$ cat config.mk
export PLATFORM = sky130hd
export DESIGN_NAME = acs_top
export DESIGN_NICKNAME = d
export VERILOG_FILES = /design/src/design/acs_pkg.sv /design/src/design/acs_top.sv /design/src/design/acs_sar_core.sv
export SDC_FILE = /design/constraint.sdc
export NUM_CORES = 1
export LEC_CHECK = 0
export BUFFER_PORTS_ARGS = -buffer_cell sky130_fd_sc_hd__buf_2
export CAP_MARGIN = 10
export CORE_AREA = 5 5 112 114
export CTS_BUF_LIST = sky130_fd_sc_hd__clkbuf_16
export DETAILED_ROUTE_END_ITERATION = 8
export DIE_AREA = 0 0 117 119
export GPL_TIMING_DRIVEN = 0
export PLACE_DENSITY = 0.82
export SYNTH_ARGS = -nofsm -noshare
export SYNTH_HDL_FRONTEND = slang
export SYNTH_HIERARCHICAL = 1
export SYNTH_SLANG_ARGS = --single-unit
$ cat constraint.sdc
create_clock -name mclk_in -period 2 [get_ports mclk_in]
set_clock_uncertainty 0.05 [all_clocks]
set_input_delay 0 -clock mclk_in [delete_from_list [all_inputs] [get_ports mclk_in]]
set_output_delay 0 -clock mclk_in [all_outputs]
set_load 0.05 [all_outputs]
$ cat src/design/acs_pkg.sv
// constants, register map and field layout for the converter control block
// assumes a 32-bit axi4-lite slave, one clock at 20 MHz
package acs_pkg;
    // register byte offsets
    localparam logic [7:0] ACS_OFF_CTRL0   = 8'h00;
    localparam logic [7:0] ACS_OFF_PINCFG  = 8'h04;
    localparam logic [7:0] ACS_OFF_TIMING  = 8'h08;
    localparam logic [7:0] ACS_OFF_RES_HI  = 8'h0c;
    localparam logic [7:0] ACS_OFF_RES_LO  = 8'h10;
    localparam logic [7:0] ACS_OFF_STATUS  = 8'h14;
    // control register 0 fields
    localparam int ACS_ON_BIT    = 0;
    localparam int ACS_GO_BIT    = 1;
    localparam int ACS_CH_LSB    = 2;
    localparam int ACS_REF_LSB   = 6;
    localparam logic [7:0] ACS_CTRL0_WMASK = 8'hdd;
    localparam logic [7:0] ACS_PINCFG_WMASK = 8'h7f;
    localparam logic [7:0] ACS_TIMING_WMASK = 8'h38;
    localparam logic [7:0] ACS_RESET_BYTE  = 8'h00;
    // channel codes
    localparam logic [2:0] ACS_CH_NONE     = 3'h7;
    localparam logic [9:0] ACS_FULL_SCALE  = 10'h3ff;
    localparam int ACS_RES_BITS = 10;
    localparam int ACS_NUM_CH   = 7;
    // bit period: 100 ns at 20 MHz clock
    localparam int ACS_CLK_NS   = 50;
    localparam int ACS_TBIT_NS  = 100;
    localparam int ACS_TBIT_CYC = (ACS_TBIT_NS + ACS_CLK_NS - 1) / ACS_CLK_NS;
    localparam logic [3:0] ACS_BITCNT_LAST = 4'h9;
    // axi responses
    localparam logic [1:0] ACS_RESP_OKAY   = 2'h0;
    localparam logic [1:0] ACS_RESP_SLVERR = 2'h2;

    typedef struct packed {
        logic [1:0] ref_sel;
        logic [2:0] channel;
        logic       go;
        logic       on;
    } acs_ctrl_t;

    typedef struct packed {
        logic       start;
        logic [2:0] acq_sel;
    } acs_cmd_t;

    // acquisition length in bit periods for each select code
    function automatic logic [4:0] acs_acq_periods(input logic [2:0] sel);
        unique case (sel)
            3'h0: acs_acq_periods = 5'h00;
            3'h1: acs_acq_periods = 5'h02;
            3'h2: acs_acq_periods = 5'h04;
            3'h3: acs_acq_periods = 5'h06;
            3'h4: acs_acq_periods = 5'h08;
            3'h5: acs_acq_periods = 5'h0c;
            3'h6: acs_acq_periods = 5'h10;
            default: acs_acq_periods = 5'h14;
        endcase
    endfunction
endpackage

$ cat src/design/acs_top.sv
// top: axi4-lite register slave around the sar sequencer
// assumes synchronous srst_in and a comparator on cmp_in
`timescale 1ns/1ns
`default_nettype none
module acs_top
    import acs_pkg::*;
(
    input  wire logic        mclk_in,
    input  wire logic        srst_in,
    input  wire logic [7:0]  s_axi_awaddr_in,
    input  wire logic        s_axi_awvalid_in,
    output logic             s_axi_awready_out,
    input  wire logic [31:0] s_axi_wdata_in,
    input  wire logic [3:0]  s_axi_wstrb_in,
    input  wire logic        s_axi_wvalid_in,
    output logic             s_axi_wready_out,
    output logic [1:0]       s_axi_bresp_out,
    output logic             s_axi_bvalid_out,
    input  wire logic        s_axi_bready_in,
    input  wire logic [7:0]  s_axi_araddr_in,
    input  wire logic        s_axi_arvalid_in,
    output logic             s_axi_arready_out,
    output logic [31:0]      s_axi_rdata_out,
    output logic [1:0]       s_axi_rresp_out,
    output logic             s_axi_rvalid_out,
    input  wire logic        s_axi_rready_in,
    input  wire logic        cmp_in,
    input  wire logic [6:0]  pin_digital_in,
    output logic [9:0]       dac_out,
    output logic             sample_out,
    output logic [2:0]       channel_out,
    output logic [1:0]       reference_select_out,
    output logic             converter_on_out,
    output logic [6:0]       analog_pin_out,
    output logic [6:0]       pin_digital_out,
    output logic             conversion_done_flag_out
);
    acs_ctrl_t ctrl, next_ctrl;
    logic [7:0] pincfg, next_pincfg;
    logic [7:0] timing, next_timing;
    logic [9:0] result, next_result;
    logic flag, next_flag;
    logic aw_got, next_aw_got, w_got, next_w_got;
    logic [7:0] aw_addr, next_aw_addr;
    logic [31:0] w_data, next_w_data;
    logic [3:0] w_strb, next_w_strb;
    logic bvalid, next_bvalid, rvalid, next_rvalid;
    logic [1:0] bresp, next_bresp, rresp, next_rresp;
    logic [31:0] rdata, next_rdata;
    logic [6:0] pin_dig, next_pin_dig;
    logic [6:0] apin, next_apin;
    logic do_write, start_req;
    logic busy, sample_w, done;
    logic [9:0] dac_w, core_result;
    acs_cmd_t cmd;

    // register read decode, shared by read path
    function automatic logic [31:0] read_word(input logic [7:0] a, input acs_ctrl_t c,
                                              input logic [7:0] p, input logic [7:0] t,
                                              input logic [9:0] r, input logic f);
        unique case (a)
            ACS_OFF_CTRL0:  read_word = {24'h0, c.ref_sel, 1'b0, c.channel, c.go, c.on};
            ACS_OFF_PINCFG: read_word = {24'h0, p};
            ACS_OFF_TIMING: read_word = {24'h0, t};
            ACS_OFF_RES_HI: read_word = {30'h0, r[9:8]};
            ACS_OFF_RES_LO: read_word = {24'h0, r[7:0]};
            ACS_OFF_STATUS: read_word = {31'h0, f};
            default:        read_word = 32'h0;
        endcase
    endfunction

    function automatic logic addr_ok(input logic [7:0] a);
        addr_ok = (a == ACS_OFF_CTRL0) || (a == ACS_OFF_PINCFG) || (a == ACS_OFF_TIMING) ||
                  (a == ACS_OFF_RES_HI) || (a == ACS_OFF_RES_LO) || (a == ACS_OFF_STATUS);
    endfunction

    assign do_write = aw_got && w_got && !bvalid;
    // start only taken with the converter on and idle
    assign start_req = do_write && (aw_addr == ACS_OFF_CTRL0) && w_strb[0] &&
                       w_data[ACS_GO_BIT] && w_data[ACS_ON_BIT] && !busy;
    assign cmd.start   = start_req;
    assign cmd.acq_sel = timing[5:3];

    acs_sar_core u_core (
        .mclk_in       (mclk_in),
        .srst_in       (srst_in),
        .cmd_in        (cmd),
        .abort_in      (!ctrl.on && !start_req),
        .no_channel_in (ctrl.channel == ACS_CH_NONE),
        .cmp_in        (cmp_in),
        .busy_out      (busy),
        .sample_out    (sample_w),
        .dac_out       (dac_w),
        .done_out      (done),
        .result_out    (core_result)
    );

    // bus handshake and register next values
    always_comb begin
        next_aw_got  = aw_got;
        next_aw_addr = aw_addr;
        next_w_got   = w_got;
        next_w_data  = w_data;
        next_w_strb  = w_strb;
        next_bvalid  = bvalid;
        next_bresp   = bresp;
        next_rvalid  = rvalid;
        next_rresp   = rresp;
        next_rdata   = rdata;
        next_ctrl    = ctrl;
        next_pincfg  = pincfg;
        next_timing  = timing;
        next_result  = result;
        next_flag    = flag;
        if (s_axi_awvalid_in && !aw_got) begin
            next_aw_got  = 1'b1;
            next_aw_addr = s_axi_awaddr_in & 8'hfc;
        end
        if (s_axi_wvalid_in && !w_got) begin
            next_w_got  = 1'b1;
            next_w_data = s_axi_wdata_in;
            next_w_strb = s_axi_wstrb_in;
        end
        if (bvalid && s_axi_bready_in) next_bvalid = 1'b0;
        if (do_write) begin
            next_aw_got = 1'b0;
            next_w_got  = 1'b0;
            next_bvalid = 1'b1;
            next_bresp  = addr_ok(aw_addr) ? ACS_RESP_OKAY : ACS_RESP_SLVERR;
            if (w_strb[0]) begin
                unique case (aw_addr)
                    ACS_OFF_CTRL0: begin
                        next_ctrl.on      = w_data[ACS_ON_BIT];
                        next_ctrl.channel = w_data[ACS_CH_LSB +: 3];
                        next_ctrl.ref_sel = w_data[ACS_REF_LSB +: 2];
                    end
                    ACS_OFF_PINCFG: next_pincfg = w_data[7:0] & ACS_PINCFG_WMASK;
                    ACS_OFF_TIMING: next_timing = w_data[7:0] & ACS_TIMING_WMASK;
                    ACS_OFF_STATUS: if (w_data[0]) next_flag = 1'b0;
                    default: ;
                endcase
            end
        end
        // go tracks a running conversion while on
        if (start_req) next_ctrl.go = 1'b1;
        if (!busy && !start_req) next_ctrl.go = 1'b0;
        if (!next_ctrl.on) next_ctrl.go = 1'b0;
        // completion: load result, set flag (set wins); go drops with busy
        if (done) begin
            next_result  = core_result;
            next_flag    = 1'b1;
        end
        if (rvalid && s_axi_rready_in) next_rvalid = 1'b0;
        if (s_axi_arvalid_in && !rvalid) begin
            next_rvalid = 1'b1;
            next_rresp  = addr_ok(s_axi_araddr_in & 8'hfc) ? ACS_RESP_OKAY : ACS_RESP_SLVERR;
            next_rdata  = read_word(s_axi_araddr_in & 8'hfc, ctrl, pincfg, timing, result, flag);
        end
    end

    // analog pins gate the digital input to zero
    always_comb begin
        next_pin_dig = pin_digital_in & pincfg[6:0];
        next_apin    = ~pincfg[6:0];
    end

    // register stage
    always_ff @(posedge mclk_in) begin
        if (srst_in) begin
            ctrl    <= '0;
            pincfg  <= ACS_RESET_BYTE;
            timing  <= ACS_RESET_BYTE;
            result  <= '0;
            flag    <= 1'b0;
            aw_got  <= 1'b0;
            aw_addr <= 8'h00;
            w_got   <= 1'b0;
            w_data  <= 32'h0;
            w_strb  <= 4'h0;
            bvalid  <= 1'b0;
            bresp   <= ACS_RESP_OKAY;
            rvalid  <= 1'b0;
            rresp   <= ACS_RESP_OKAY;
            rdata   <= 32'h0;
            pin_dig <= 7'h00;
            apin    <= 7'h7f;
        end else begin
            ctrl    <= next_ctrl;
            pincfg  <= next_pincfg;
            timing  <= next_timing;
            result  <= next_result;
            flag    <= next_flag;
            aw_got  <= next_aw_got;
            aw_addr <= next_aw_addr;
            w_got   <= next_w_got;
            w_data  <= next_w_data;
            w_strb  <= next_w_strb;
            bvalid  <= next_bvalid;
            bresp   <= next_bresp;
            rvalid  <= next_rvalid;
            rresp   <= next_rresp;
            rdata   <= next_rdata;
            pin_dig <= next_pin_dig;
            apin    <= next_apin;
        end
    end

    // output stage, all registered
    logic [9:0] dac_q;
    logic       sample_q;
    always_ff @(posedge mclk_in) begin
        if (srst_in) begin
            dac_q    <= 10'h000;
            sample_q <= 1'b0;
        end else begin
            dac_q    <= dac_w;
            sample_q <= sample_w;
        end
    end

    assign s_axi_awready_out        = !aw_got;
    assign s_axi_wready_out         = !w_got;
    assign s_axi_bvalid_out         = bvalid;
    assign s_axi_bresp_out          = bresp;
    assign s_axi_arready_out        = !rvalid;
    assign s_axi_rvalid_out         = rvalid;
    assign s_axi_rresp_out          = rresp;
    assign s_axi_rdata_out          = rdata;
    assign dac_out                  = dac_q;
    assign sample_out               = sample_q;
    assign channel_out              = ctrl.channel;
    assign reference_select_out     = ctrl.ref_sel;
    assign converter_on_out         = ctrl.on;
    assign analog_pin_out           = apin;
    assign pin_digital_out          = pin_dig;
    assign conversion_done_flag_out = flag;
endmodule // acs_top
`default_nettype wire

$ cat src/design/acs_sar_core.sv
// successive approximation sequencer: acquisition then ten bit trials
// assumes comparator input is valid synchronous to mclk_in
`timescale 1ns/1ns
`default_nettype none
module acs_sar_core
    import acs_pkg::*;
(
    input  wire logic                    mclk_in,
    input  wire logic                    srst_in,
    input  wire acs_cmd_t                cmd_in,
    input  wire logic                    abort_in,
    input  wire logic                    no_channel_in,
    input  wire logic                    cmp_in,
    output logic                         busy_out,
    output logic                         sample_out,
    output logic [ACS_RES_BITS-1:0]      dac_out,
    output logic                         done_out,
    output logic [ACS_RES_BITS-1:0]      result_out
);
    typedef enum logic [1:0] {ACS_IDLE, ACS_ACQ, ACS_CONV} acs_state_t;
    acs_state_t state, next_state;
    logic [4:0] periods, next_periods;
    logic [3:0] bitcnt, next_bitcnt;
    logic [7:0] tick, next_tick;
    logic [ACS_RES_BITS-1:0] sar, next_sar;
    logic done, next_done;
    logic [ACS_RES_BITS-1:0] result, next_result;
    logic tick_en;

    // bit period enable divider
    assign tick_en = (tick == 8'(ACS_TBIT_CYC - 1));

    // sequencer next state
    always_comb begin
        next_state   = state;
        next_periods = periods;
        next_bitcnt  = bitcnt;
        next_tick    = tick_en ? 8'h00 : tick + 8'h01;
        next_sar     = sar;
        next_done    = 1'b0;
        next_result  = result;
        unique case (state)
            ACS_IDLE: begin
                next_tick = 8'h00;
                if (cmd_in.start) begin
                    next_periods = acs_acq_periods(cmd_in.acq_sel);
                    // zero acquisition converts at once
                    next_state = (next_periods == 5'h00) ? ACS_CONV : ACS_ACQ;
                    next_bitcnt = 4'h0;
                    next_sar = {1'b1, {(ACS_RES_BITS-1){1'b0}}};
                end
            end
            ACS_ACQ: begin
                if (tick_en) begin
                    next_periods = periods - 5'h01;
                    if (periods == 5'h01) next_state = ACS_CONV;
                end
            end
            ACS_CONV: begin
                if (tick_en) begin
                    // keep or drop the trial bit, then try the next one
                    for (int i = 0; i < ACS_RES_BITS; i++) begin
                        if (i == ACS_RES_BITS - 1 - int'(bitcnt)) begin
                            next_sar[i] = cmp_in;
                            if (i > 0) next_sar[i-1] = 1'b1;
                        end
                    end
                    next_bitcnt = bitcnt + 4'h1;
                    if (bitcnt == ACS_BITCNT_LAST) begin
                        next_state  = ACS_IDLE;
                        next_done   = 1'b1;
                        next_result = no_channel_in ? ACS_FULL_SCALE : next_sar;
                    end
                end
            end
            default: next_state = ACS_IDLE;
        endcase
        if (abort_in) begin
            next_state = ACS_IDLE;
            next_done  = 1'b0;
        end
    end

    // sequencer registers
    always_ff @(posedge mclk_in) begin
        if (srst_in) begin
            state   <= ACS_IDLE;
            periods <= 5'h00;
            bitcnt  <= 4'h0;
            tick    <= 8'h00;
            sar     <= '0;
            done    <= 1'b0;
            result  <= '0;
        end else begin
            state   <= next_state;
            periods <= next_periods;
            bitcnt  <= next_bitcnt;
            tick    <= next_tick;
            sar     <= next_sar;
            done    <= next_done;
            result  <= next_result;
        end
    end

    assign busy_out   = (state != ACS_IDLE);
    assign sample_out = (state == ACS_ACQ);
    assign dac_out    = sar;
    assign done_out   = done;
    assign result_out = result;
endmodule // acs_sar_core
`default_nettype wire

==> results of run 1 <==
==> worst max-delay path by stage <==
stage,slack (ns),end,startpoint
floorplan,0.001,u_core/periods[1]$_SDFFE_PP0P_,s_axi_bvalid_out$_SDFFE_PP0P_
global placement,-0.27,u_core/periods[2]$_SDFFE_PP0P_,u_core/state[1]$_SDFFE_PP0P_
detailed placement,-0.31,u_core/periods[1]$_SDFFE_PP0P_,u_core/state[1]$_SDFFE_PP0P_
CTS,-0.03,u_core/periods[1]$_SDFFE_PP0P_,u_core/state[1]$_SDFFE_PP0P_
global route,-0.03,u_core/bitcnt[1]$_SDFFE_PP0P_,u_core/state[1]$_SDFFE_PP0P_
finish,0.05,u_core/dac_out[1]$_SDFFE_PP0P_,u_core/state[1]$_SDFFE_PP0P_
==> cells by family after synthesis <==
family / Yosys count / synth area share (%)
fa+ha+maj: 11 / 2.57
xor+xnor: 10 / 1.64
compound gates: 94 / 12.4
mux: 44 / 8.23
flops: 122 / 45.7
simple gates: 208 / 21.7
other cells: 1 / 0.0701
buf+inv: 79 / 7.74
==> synth_stat cells, drive strengths merged (2+ instances only) <==
master   count
a211oi      11
a21o         5
a21oi       25
a22o         9
a22oi        4
a2bb2oi      3
a311oi       2
a31o         2
a31oi        8
and2         4
and3         4
and3b        2
and4         4
buf         33
clkbuf      22
dfxtp      122
ha          11
inv         24
mux2i       44
nand2       24
nand2b      15
nand3       14
nand4        4
nor2        73
nor2b       21
nor3        19
nor3b        7
nor4         3
nor4b        3
o21a         2
o21ai        7
o2bb2ai      8
o31a         3
or2          3
or3          3
or4b         2
xnor2        6
xor2         4
==> state kept, by name, summed over array words and instances (netlist names), 6 cells and up <==
signal and flops:
u_core/tick 8, pincfg 7, analog_pin_out 7, u_core/dac_out 10, u_core/result_out 10, pin_digital_out 7
s_axi_rdata_out 8, dac_out 10, result 10, aw_addr 6, w_data 8
==> critical path: stages (launching register included) <==
cell and delay [ns]:
dfxtp_4 0.36, nor2_4 0.13, inv_2 0.05, nor4b_2 0.20, and4_4 0.27, nor3b_4 0.27, buf_6 0.18, nor3_4 0.06
a22o_1 0.26
==> power breakdown <==
| group | switching [mW] | internal, mW |
|---|---|---|
| combinational | 0.288 | 0.158 |
| sequential | 0.0283 | 2.46 |
| clock | 0.998 | 1.66 |
==> cell type report <==
cell class | instances | area, µm²
Clock inverter | 15 | 93.8
Tap cell | 143 | 179
Clock buffer | 17 | 425
Timing Repair Buffer | 122 | 788
Fill cell | 875 | 4290
Sequential cell | 122 | 2460
Inverter | 24 | 90.1
Buffer | 52 | 313
Multi-Input combinational cell | 394 | 2690
==> routing by layer <==
| layer | part of all wire [%] | vias up | GRT usage [%] |
|---|---|---|---|
| met5 | 0 | - | 0 |
| met4 | 2.5 | 0 | 8.67 |
| met3 | 7.4 | 29 | 5.73 |
| met2 | 49 | 191 | 31.4 |
| met1 | 41 | 2159 | 21.9 |
| li1 | - | 2257 | - |
==> per-stage QoR <==
stage          TNS, ns  power [mW]  cells  area, µm²
3_3_place_gp     -2.38        2.92    818       6040
6_report             0        5.59    889       7040
3_5_place_dp     -3.69        2.93    818       6040
4_1_cts        -0.0462        5.62    880       6910
5_1_grt         -0.105        5.79    889       7040
2_1_floorplan        0        2.84    594       5460
==> what timing repair did <==
item / in CTS / in global routing
hold buffers: 27 / 0
buffers inserted: 5 / 9
endpoints found under the setup margin: 28 / 38
resized for setup: 13 / 15
hold endpoints to repair: 27 / 0
pin swaps: 4 / 7
gates cloned: 0 / 1
==> out/metrics.cfg, run 1 <==
[logic_synthesis]
ys_seq_elements=122
syn_inst=569
synth_warnings=6
synth.top_cell.area_share_pct=45.7
seq_area_frac_synth_pct=45.7
synth-edff-count=0
synth_area_leaders=dfxtp_1, mux2i_1, nor2_1
yosysTopAreaCell=dfxtp_1
avgSynthCellArea_um2=9.40
async_reset_ff_share_pct=0
synth_ff_type=dfxtp_1
yosysUniqueCellTypes=58
syn_area_um2=5350

[routing]
routedWlPerCell_um=15.1
drt_iter0_drc=304
drcViolationCount=0
finalWirelength_um=13400
avgViaCountPerCell=5.21
firstDrtPassIters=5
drtAntennaViolNets=0
via_count=4636

[cts]
cts_buffers=17
cts_sinks=122
htreeDepth=4
clock_path_buffers=2
clkTransAtPathRegs_ns=0.05
clock_latency_ns=0.41
cts_tree=built
cts-root-buf=clkbuf_16

[worst_setup_path]
critPathLaunchType=flip-flop
r2r-end=u_core/dac_out[1]$_SDFFE_PP0P_
cp_max_fo=5
r2r_start=u_core/state[1]$_SDFFE_PP0P_
required_ns=2.24
crit_path_end_kind=flip-flop
rr_worst_depth=8
crit_type=flip-flop to flip-flop
arrival_ns=2.20
reg2reg_slack_ns=0.05

[floorplan]
core-area_um2=11300
initial_utilization_pct=47.3
die-area_um2=13900
die_h_um=119
num_rows=39
ioPinCount=140
die_w_um=117

[timing]
finalSetupViolCount=0
worstMarginPinSlew_ns=0.715
slew_headroom_pct=52.3
holdWs_ns=0.0133
hold_violations=0
fmax_mhz=512
worst_slack_ns=0.0453
rsz0062_at_grt=true
min_period_over_period_pct=97.7
maxSlewViolCount=0
period_needed_ns=1.95

[min_path]
hold_path_startpoint=s_axi_arvalid_in
hold_end=s_axi_rdata_out[5]$_SDFFE_PP0P_
holdPathStages=3
min_path_type=input port to flip-flop

[global_routing]
grt-ovfl-total=0
grt_antenna_before_repair=0
grt_start_max_net_pins=17
grt_first_pass_wirelength_um=21100
grt_util_all_layers_pct=18.8
grt_pass1_vias=4589

[cells_and_area]
layout_common_cells=dfxtp_1, buf_2, nor2_1
final_common_cell=dfxtp_1
area_delta_synth_final_pct=31.5
drive_gt1_share_pct=26.9
antennaDiodeCount=0
fin_nets=811
post-route-util_pct=62.1

[job]
drv_cap=0

[place]
routabilityCongestion=0.964
dp_slack_ns=-0.311
dp_hpwl_um=9330
port_buffers=81

[power]
ir_drop_uv=559
p_leak_nw=2.96
powerDensity_nw_per_um2=794

[outcome]
status=finished, final reports clean

Note: power is estimated with default switching activity, not from simulation.
==> inputs of run 2 (changes only) <==
- ABC_AREA: default -> 1
- CORE_AREA: 5 5 112 114 -> 5 5 114 116
- DIE_AREA: 0 0 117 119 -> 0 0 119 121
==> run 2 against run 1 <==
  * Clock power up 21%
  * Setup slack improved by 0.073 ns
  * Total power increased by 11%
  * Non-clock buffer count fell by 6
  * Cell area grew 3.1%
  * Global-route usage is 0.98 points higher
  * Largest power group unchanged
==> out/metrics.cfg, run 2 <==
[outcome]
status=finished, final reports clean  ; unchanged

[min_path]
holdPathStages=6  ; was 3
hold_path_startpoint=s_axi_araddr_in[2]  ; was s_axi_arvalid_in
hold_end=s_axi_rdata_out[5]$_SDFFE_PP0P_  ; unchanged
min_path_type=input port to flip-flop  ; unchanged

[cells_and_area]
antennaDiodeCount=0  ; unchanged
fin_nets=1002  ; was 811
post-route-util_pct=61.4  ; was 62.1%
layout.area.seq_um2=2440  ; was 2460 µm²
finalNonFillerCells=1084  ; was 889
area_delta_synth_final_pct=29.7  ; was 31.5%
final_common_cell=nand2_1  ; was dfxtp_1
layout_common_cells=nand2_1, nor2_1, dfxtp_1  ; was dfxtp_1, buf_2, nor2_1
multi_input_area_um2=2540  ; was 2690 µm²
fillers=979  ; was 875
drive_gt1_share_pct=21.6  ; was 26.9%

[power]
comb_power_share_pct=8.0  ; about the same
ir_drop_uv=509  ; was 559 µV
pwr-share-clk_pct=51.7  ; was 47.5%
p_sw_share_pct=23.8  ; was 23.5%
power_frac_seq_pct=40.3  ; was 44.5%
p_leak_nw=3.36  ; was 2.96 nW
total_power_mw=6.18  ; was 5.59 mW
intPower_mw=4.71  ; was 4.27 mW
p_switching_mw=1.47  ; was 1.31 mW
powerDensity_nw_per_um2=853  ; was 794 nW/µm²

[logic_synthesis]
synth_warnings=6  ; unchanged
synth_most_common_cell=nand2_1  ; was dfxtp_1
synth.top_cell.area_share_pct=43.7  ; was 45.7%
yosysTopAreaCell=dfxtp_1  ; unchanged
syn_area_um2=5590  ; was 5350 µm²
yosysUniqueCellTypes=40  ; was 58
syn_inst=765  ; was 569
seq_area_frac_synth_pct=43.7  ; was 45.7%
synth_ff_type=dfxtp_1  ; unchanged
async_reset_ff_share_pct=0  ; unchanged
ys_seq_elements=122  ; unchanged
synth_common_cells=nand2_1, nor2_1, dfxtp_1  ; was dfxtp_1, nor2_1, mux2i_1
synth_area_leaders=dfxtp_1, nand2_1, nor2_1  ; was dfxtp_1, mux2i_1, nor2_1
avgSynthCellArea_um2=7.31  ; was 9.40 µm²
synth-edff-count=0  ; unchanged

[timing]
maxSlewViolCount=0  ; unchanged
worstMarginPinSlew_ns=0.536  ; was 0.715 ns
period_needed_ns=1.88  ; was 1.95 ns
slew_headroom_pct=64.2  ; was 52.3%
hold_violations=0  ; unchanged
holdWs_ns=0.0701  ; was 0.0133 ns
rsz0062_at_grt=true  ; unchanged
fmax_mhz=531  ; was 512 MHz
min_period_over_period_pct=94.1  ; was 97.7%
finalSetupViolCount=0  ; unchanged

[global_routing]
grt_util_all_layers_pct=19.8  ; was 18.8%
grt-ovfl-total=0  ; unchanged
grt_antenna_before_repair=0  ; unchanged
grt_start_max_net_pins=17  ; unchanged
grt_first_pass_wirelength_um=23600  ; was 21100 µm
grt_pass1_vias=5115  ; was 4589

[place]
dp.cells=1017  ; was 818
dp_hpwl_um=9560  ; was 9330 µm
port_buffers=80  ; was 81
routabilityCongestion=0.883  ; was 0.964

[routing]
finalWirelength_um=14100  ; was 13400 µm
drt_iter0_drc=491  ; was 304
routed-wl-met2_um=7010  ; was 6510 µm
routedWlPerCell_um=13.0  ; was 15.1 µm
avgViaCountPerCell=4.95  ; was 5.21
via_count=5361  ; was 4636
firstDrtPassIters=6  ; was 5
route.met3.wl_um=915  ; was 995 µm
m1WireLength_um=5800  ; was 5540 µm
highest_layer=met4  ; unchanged
drcViolationCount=0  ; unchanged
drtAntennaViolNets=0  ; unchanged

[floorplan]
die_w_um=119  ; was 117 µm
ioPinCount=140  ; unchanged
initial_utilization_pct=47.3  ; about the same
num_rows=40  ; was 39
core-area_um2=11800  ; was 11300 µm²
die-area_um2=14400  ; was 13900 µm²
die_h_um=121  ; was 119 µm

[worst_setup_path]
r2r_start=u_core/bitcnt[1]$_SDFFE_PP0P_  ; was u_core/state[1]$_SDFFE_PP0P_
path_buf_inv=2  ; unchanged
cp_max_fo=6  ; was 5
required_ns=2.25  ; was 2.24 ns
max_stage_delay_ns=0.38  ; was 0.36 ns
critPathLaunchType=flip-flop  ; unchanged
arrival_ns=2.13  ; was 2.20 ns
crit_type=flip-flop to flip-flop  ; unchanged
crit_path_end_kind=flip-flop  ; unchanged
rr_worst_depth=11  ; was 8
crit_slowest_cell=dfxtp_2  ; was dfxtp_4
reg2reg_slack_ns=0.12  ; was 0.05 ns
r2r-end=u_core/result_out[6]$_SDFFE_PP0P_  ; was u_core/dac_out[1]$_SDFFE_PP0P_
crit_chain=inv_1, ha_1, ha_1, inv_1, nand2_1, nor2_1, nand2_1, nand2_1, nand3_1, nor2_1, nor2_1  ; was nor2_4, inv_2, nor4b_2, and4_4, nor3b_4, buf_6, nor3_4, a22o_1
cp_top_family=simple AND/OR/NAND/NOR gates  ; unchanged

[cts]
cts_sinks=122  ; unchanged
clock_path_buffers=2  ; unchanged
clkTransAtPathRegs_ns=0.06  ; was 0.05 ns
cts_buffers=17  ; unchanged
cts-root-buf=clkbuf_16  ; unchanged
clock_latency_ns=0.41  ; about the same
cts_tree=built  ; unchanged
htreeDepth=4  ; unchanged

[job]
drv_cap=0  ; unchanged

==> run 2: cell types whose count changed after synthesis, moves of 12 or more <==
cell / previous run / this run
inv_1: 23 / 90
nand2b_1: 15 / 0
clkbuf_1: 21 / 9
a21oi_1: 25 / 56
o21ai_0: 7 / 46
nand2_1: 24 / 142
nand3_1: 14 / 51
nor2b_1: 21 / 0
nor2_1: 65 / 125
nor3_1: 16 / 4
mux2i_1: 44 / 0
==> run 2: worst max path at each step <==
stage	startpoint	to	slack (ns)	depth (start not counted)
3_3_place_gp	s_axi_bvalid_out$_SDFFE_PP0P_	u_core/periods[1]$_SDFFE_PP0P_	0.12	12
6_report	u_core/bitcnt[1]$_SDFFE_PP0P_	u_core/result_out[6]$_SDFFE_PP0P_	0.12	11
5_1_grt	u_core/bitcnt[1]$_SDFFE_PP0P_	u_core/result_out[5]$_SDFFE_PP0P_	-0.03	11
4_1_cts	u_core/bitcnt[1]$_SDFFE_PP0P_	u_core/result_out[6]$_SDFFE_PP0P_	0.05	11
3_5_place_dp	u_core/bitcnt[1]$_SDFFE_PP0P_	u_core/result_out[5]$_SDFFE_PP0P_	0.09	11
2_1_floorplan	s_axi_bvalid_out$_SDFFE_PP0P_	u_core/periods[0]$_SDFFE_PP0P_	0.17	12
==> run 2: worst reg2reg max path, delay by kind of cell, from the launching register on <==
family,cells,cell delay (ns)
fa+ha+maj,2,0.50
simple gates,7,0.69
buf+inv,2,0.17
flops,1,0.38
==> run 2: final cells by class <==
cell class / instances / share of cell area (%)
Buffer: 52 / 4.76
Clock buffer: 17 / 5.87
Clock inverter: 15 / 2.74
Inverter: 95 / 4.99
Multi-Input combinational cell: 520 / 35.1
Sequential cell: 122 / 33.7
Tap cell: 147 / 2.54
Timing Repair Buffer: 116 / 10.3
==> run 2: per-layer routing <==
layer / up-vias / global-route usage [%]
met5: - / 0
met1: 2411 / 23.3
met3: 37 / 4.85
met4: 0 / 8.54
met2: 230 / 34.3
li1: 2683 / -
==> run 2: cells by family (layout without fill, tap and decap cells) <==
group | Yosys count | count (layout) | share of synthesized area (%)
simple gates | 362 | 362 | 29.1
flops | 122 | 122 | 43.7
fa+ha+maj | 11 | 11 | 2.46
compound gates | 116 | 116 | 11.2
buf+inv | 148 | 295 | 12.6
xor+xnor | 5 | 5 | 0.783
other cells | 1 | 26 | 0.0671
==> run 2: timing repair <==
item,in CTS,in global routing
hold endpoints to repair,37,0
endpoints found under the setup margin,0,28
buffers inserted,0,5
resized for setup,0,5
hold buffers,31,0
==> run 2: power by group through the flow <==
stage                     registers [mW]  clock network (mW)  logic [mW]
after global placement              2.54                   0       0.424
after global routing                2.49                3.37       0.535
after CTS                           2.49                3.24       0.481
final                               2.49                3.20       0.496
after detailed placement            2.54                   0       0.426
after floorplan                     2.56                   0       0.319
==> run 2: per-stage QoR <==
step,area [µm²],setup slack [ns],TNS (ns)
6_report,7250,0.118,0
5_1_grt,7250,-0.0278,-0.0955
4_1_cts,7200,0.0500,0
3_5_place_dp,6270,0.0926,0
3_3_place_gp,6270,0.123,0
2_1_floorplan,5680,0.168,0
==> inputs of run 3 (changes only) <==
- MAX_ROUTING_LAYER: default -> met4
==> run 3 against run 2 <==
  * Critical path depth is 4 lower
  * Wire length grew 0.25%
  * Largest cell class unchanged
  * Combinational power is essentially flat
  * Critical endpoint is now w_data[7]$_SDFFE_PP0P_
==> out/metrics.cfg, run 3 (same netlist as run 2, synthesis figures left out) <==
[job]
drv_cap=0  ; unchanged

[floorplan]
num_rows=40  ; unchanged
initial_utilization_pct=47.3  ; unchanged
die_h_um=121  ; unchanged
die_w_um=119  ; unchanged
die-area_um2=14400  ; unchanged
ioPinCount=140  ; unchanged
core-area_um2=11800  ; unchanged

[power]
comb_power_share_pct=8.0  ; about the same
powerDensity_nw_per_um2=849  ; was 853 nW/µm²
total_power_mw=6.15  ; was 6.18 mW
ir_drop_uv=520  ; was 509 µV
pwr-share-clk_pct=51.5  ; was 51.7%
power_frac_seq_pct=40.5  ; was 40.3%
p_switching_mw=1.54  ; was 1.47 mW
intPower_mw=4.61  ; was 4.71 mW
p_leak_nw=3.36  ; about the same
p_sw_share_pct=25.1  ; was 23.8%

[worst_setup_path]
crit_slowest_cell=dlygate4sd3_1  ; was dfxtp_2
reg2reg_slack_ns=0.13  ; was 0.12 ns
arrival_ns=2.15  ; was 2.13 ns
cp_num_cells=7  ; was 11
max_stage_delay_ns=0.58  ; was 0.38 ns
rr_worst_depth=12  ; was 11
crit_type=input port to flip-flop  ; was flip-flop to flip-flop
r2r_start=s_axi_bvalid_out$_SDFFE_PP0P_  ; was u_core/bitcnt[1]$_SDFFE_PP0P_
critPathLaunch=srst_in  ; was u_core/bitcnt[1]$_SDFFE_PP0P_
path_buf_inv=5  ; was 2
critPathLaunchType=input port  ; was flip-flop
required_ns=2.25  ; about the same
crit_chain=dlygate4sd3_1, buf_2, clkinvlp_4, clkbuf_1, o21ai_0, nor2_1, dlygate4sd3_1  ; was inv_1, ha_1, ha_1, inv_1, nand2_1, nor2_1, nand2_1, nand2_1, nand3_1, nor2_1, nor2_1
crit_top_cell=dlygate4sd3_1
crit_end=w_data[7]$_SDFFE_PP0P_  ; was u_core/result_out[6]$_SDFFE_PP0P_
crit_path_end_kind=flip-flop  ; unchanged
cp_max_fo=10  ; was 6
cp_top_family=buffers and inverters  ; was simple AND/OR/NAND/NOR gates
r2r-end=u_core/periods[4]$_SDFFE_PP0P_  ; was u_core/result_out[6]$_SDFFE_PP0P_

[cts]
cts_buffers=17  ; unchanged
clock_path_buffers=2  ; unchanged
clkTransAtPathRegs_ns=0.06  ; about the same
cts_tree=built  ; unchanged
cts-root-buf=clkbuf_16  ; unchanged
cts_sinks=122  ; unchanged
clock_latency_ns=0.42  ; was 0.41 ns
htreeDepth=4  ; unchanged

[timing]
min_period_over_period_pct=94.7  ; was 94.1%
holdWs_ns=0.0410  ; was 0.0701 ns
worst_slack_ns=0.105  ; was 0.118 ns
period_needed_ns=1.89  ; was 1.88 ns
fmax_mhz=528  ; was 531 MHz
worstMarginPinSlew_ns=0.531  ; was 0.536 ns
rsz0062_at_grt=false  ; was true
finalSetupViolCount=0  ; unchanged
hold_violations=0  ; unchanged
slew_headroom_pct=64.6  ; was 64.2%
fin_setup_tns_ns=0  ; unchanged
maxSlewViolCount=0  ; unchanged

[cells_and_area]
final_cell_area_um2=7240  ; was 7250 µm²
antennaDiodeCount=0  ; unchanged
layout_common_cells=nand2_1, nor2_1, dfxtp_1  ; unchanged
area_delta_synth_final_pct=29.6  ; was 29.7%
drive_gt1_share_pct=21.8  ; was 21.6%
final_common_cell=nand2_1  ; unchanged
fin_nets=1002  ; unchanged

[place]
port_buffers=80  ; unchanged
dp_slack_ns=0.0716  ; was 0.0926 ns
routabilityCongestion=0.862  ; was 0.883
dp_hpwl_um=9530  ; was 9560 µm
placed_area_um2=6270  ; unchanged

[global_routing]
grt_start_max_net_pins=17  ; unchanged
grt-ovfl-total=0  ; unchanged
grt_util_all_layers_pct=20.7  ; was 19.8%
grt_first_pass_wirelength_um=23600  ; about the same
grt_pass1_vias=5066  ; was 5115
grt_antenna_before_repair=0  ; unchanged

[routing]
avgViaCountPerCell=4.81  ; was 4.95
routedWlPerCell_um=13.1  ; was 13.0 µm
via_count=5213  ; was 5361
firstDrtPassIters=5  ; was 6
drtAntennaViolNets=0  ; unchanged
finalWirelength_um=14200  ; was 14100 µm
drt_iter0_drc=544  ; was 491
drcViolationCount=0  ; unchanged

[outcome]
status=finished, final reports clean  ; unchanged

[min_path]
min_path_type=input port to flip-flop  ; unchanged

==> run 3: power groups by stage <==
stage	sequential [mW]	clock [mW]	combinational (mW)
3_5_place_dp	2.54	0	0.427
4_1_cts	2.49	3.21	0.481
6_report	2.49	3.17	0.493
3_3_place_gp	2.54	0	0.425
5_1_grt	2.49	3.33	0.533
2_1_floorplan	2.56	0	0.319
==> run 3: repair_timing <==
item | CTS | global route
hold buffers | 32 | 0
endpoints found under the hold margin | 37 | 0
gates resized for setup | 0 | 8
buffers inserted | 0 | 3
endpoints found under the setup margin | 0 | 27
==> run 3: how the worst min path moves through the flow <==
stage | from | endpoint | cells after the start
final | s_axi_araddr_in[2] | s_axi_rdata_out[5]$_SDFFE_PP0P_ | 6
after global placement | pin_digital_in[5] | pin_digital_out[5]$_SDFF_PP0_ | 3
after CTS | s_axi_araddr_in[2] | s_axi_rdata_out[5]$_SDFFE_PP0P_ | 6
after detailed placement | pin_digital_in[6] | pin_digital_out[6]$_SDFF_PP0_ | 3
after global routing | s_axi_araddr_in[2] | s_axi_rdata_out[5]$_SDFFE_PP0P_ | 6
after floorplan | pin_digital_in[0] | pin_digital_out[0]$_SDFF_PP0_ | 2
==> run 3: tightest hold or removal path, cell delays in order <==
cell and delay [ns]:
buf_2 0.11, nor2_1 0.07, nand3_1 0.09, nand3_1 0.08, nand2_1 0.06, a21oi_1 0.05
==> run 3: final cells by class <==
| cell class | instances | area [µm²] |
|---|---|---|
| Timing Repair Buffer | 115 | 743 |
| Buffer | 53 | 349 |
| Clock inverter | 15 | 189 |
| Multi-Input combinational cell | 520 | 2540 |
| Clock buffer | 17 | 425 |
| Tap cell | 147 | 184 |
| Inverter | 95 | 362 |
| Fill cell | 1004 | 4570 |
| Sequential cell | 122 | 2450 |
==> run 3: per-stage QoR <==
step	utilization (%)	instances
global placement	53.1	1017
global route	61.3	1084
finish	61.3	1084
floorplan	-	790
detailed placement	53.1	1017
CTS	61.0	1081
==> run 3: per-layer routing <==
layer / routed length, µm / share of wire [%] / vias to the layer above / GRT usage, %
li1: - / - / 2678 / -
met1: 5990 / 42 / 2330 / 23.0
met2: 7070 / 50 / 177 / 35.9
met3: 830 / 5.9 / 28 / 5.50
met4: 266 / 1.9 / 0 / 7.46
met5: 0 / 0 / - / -
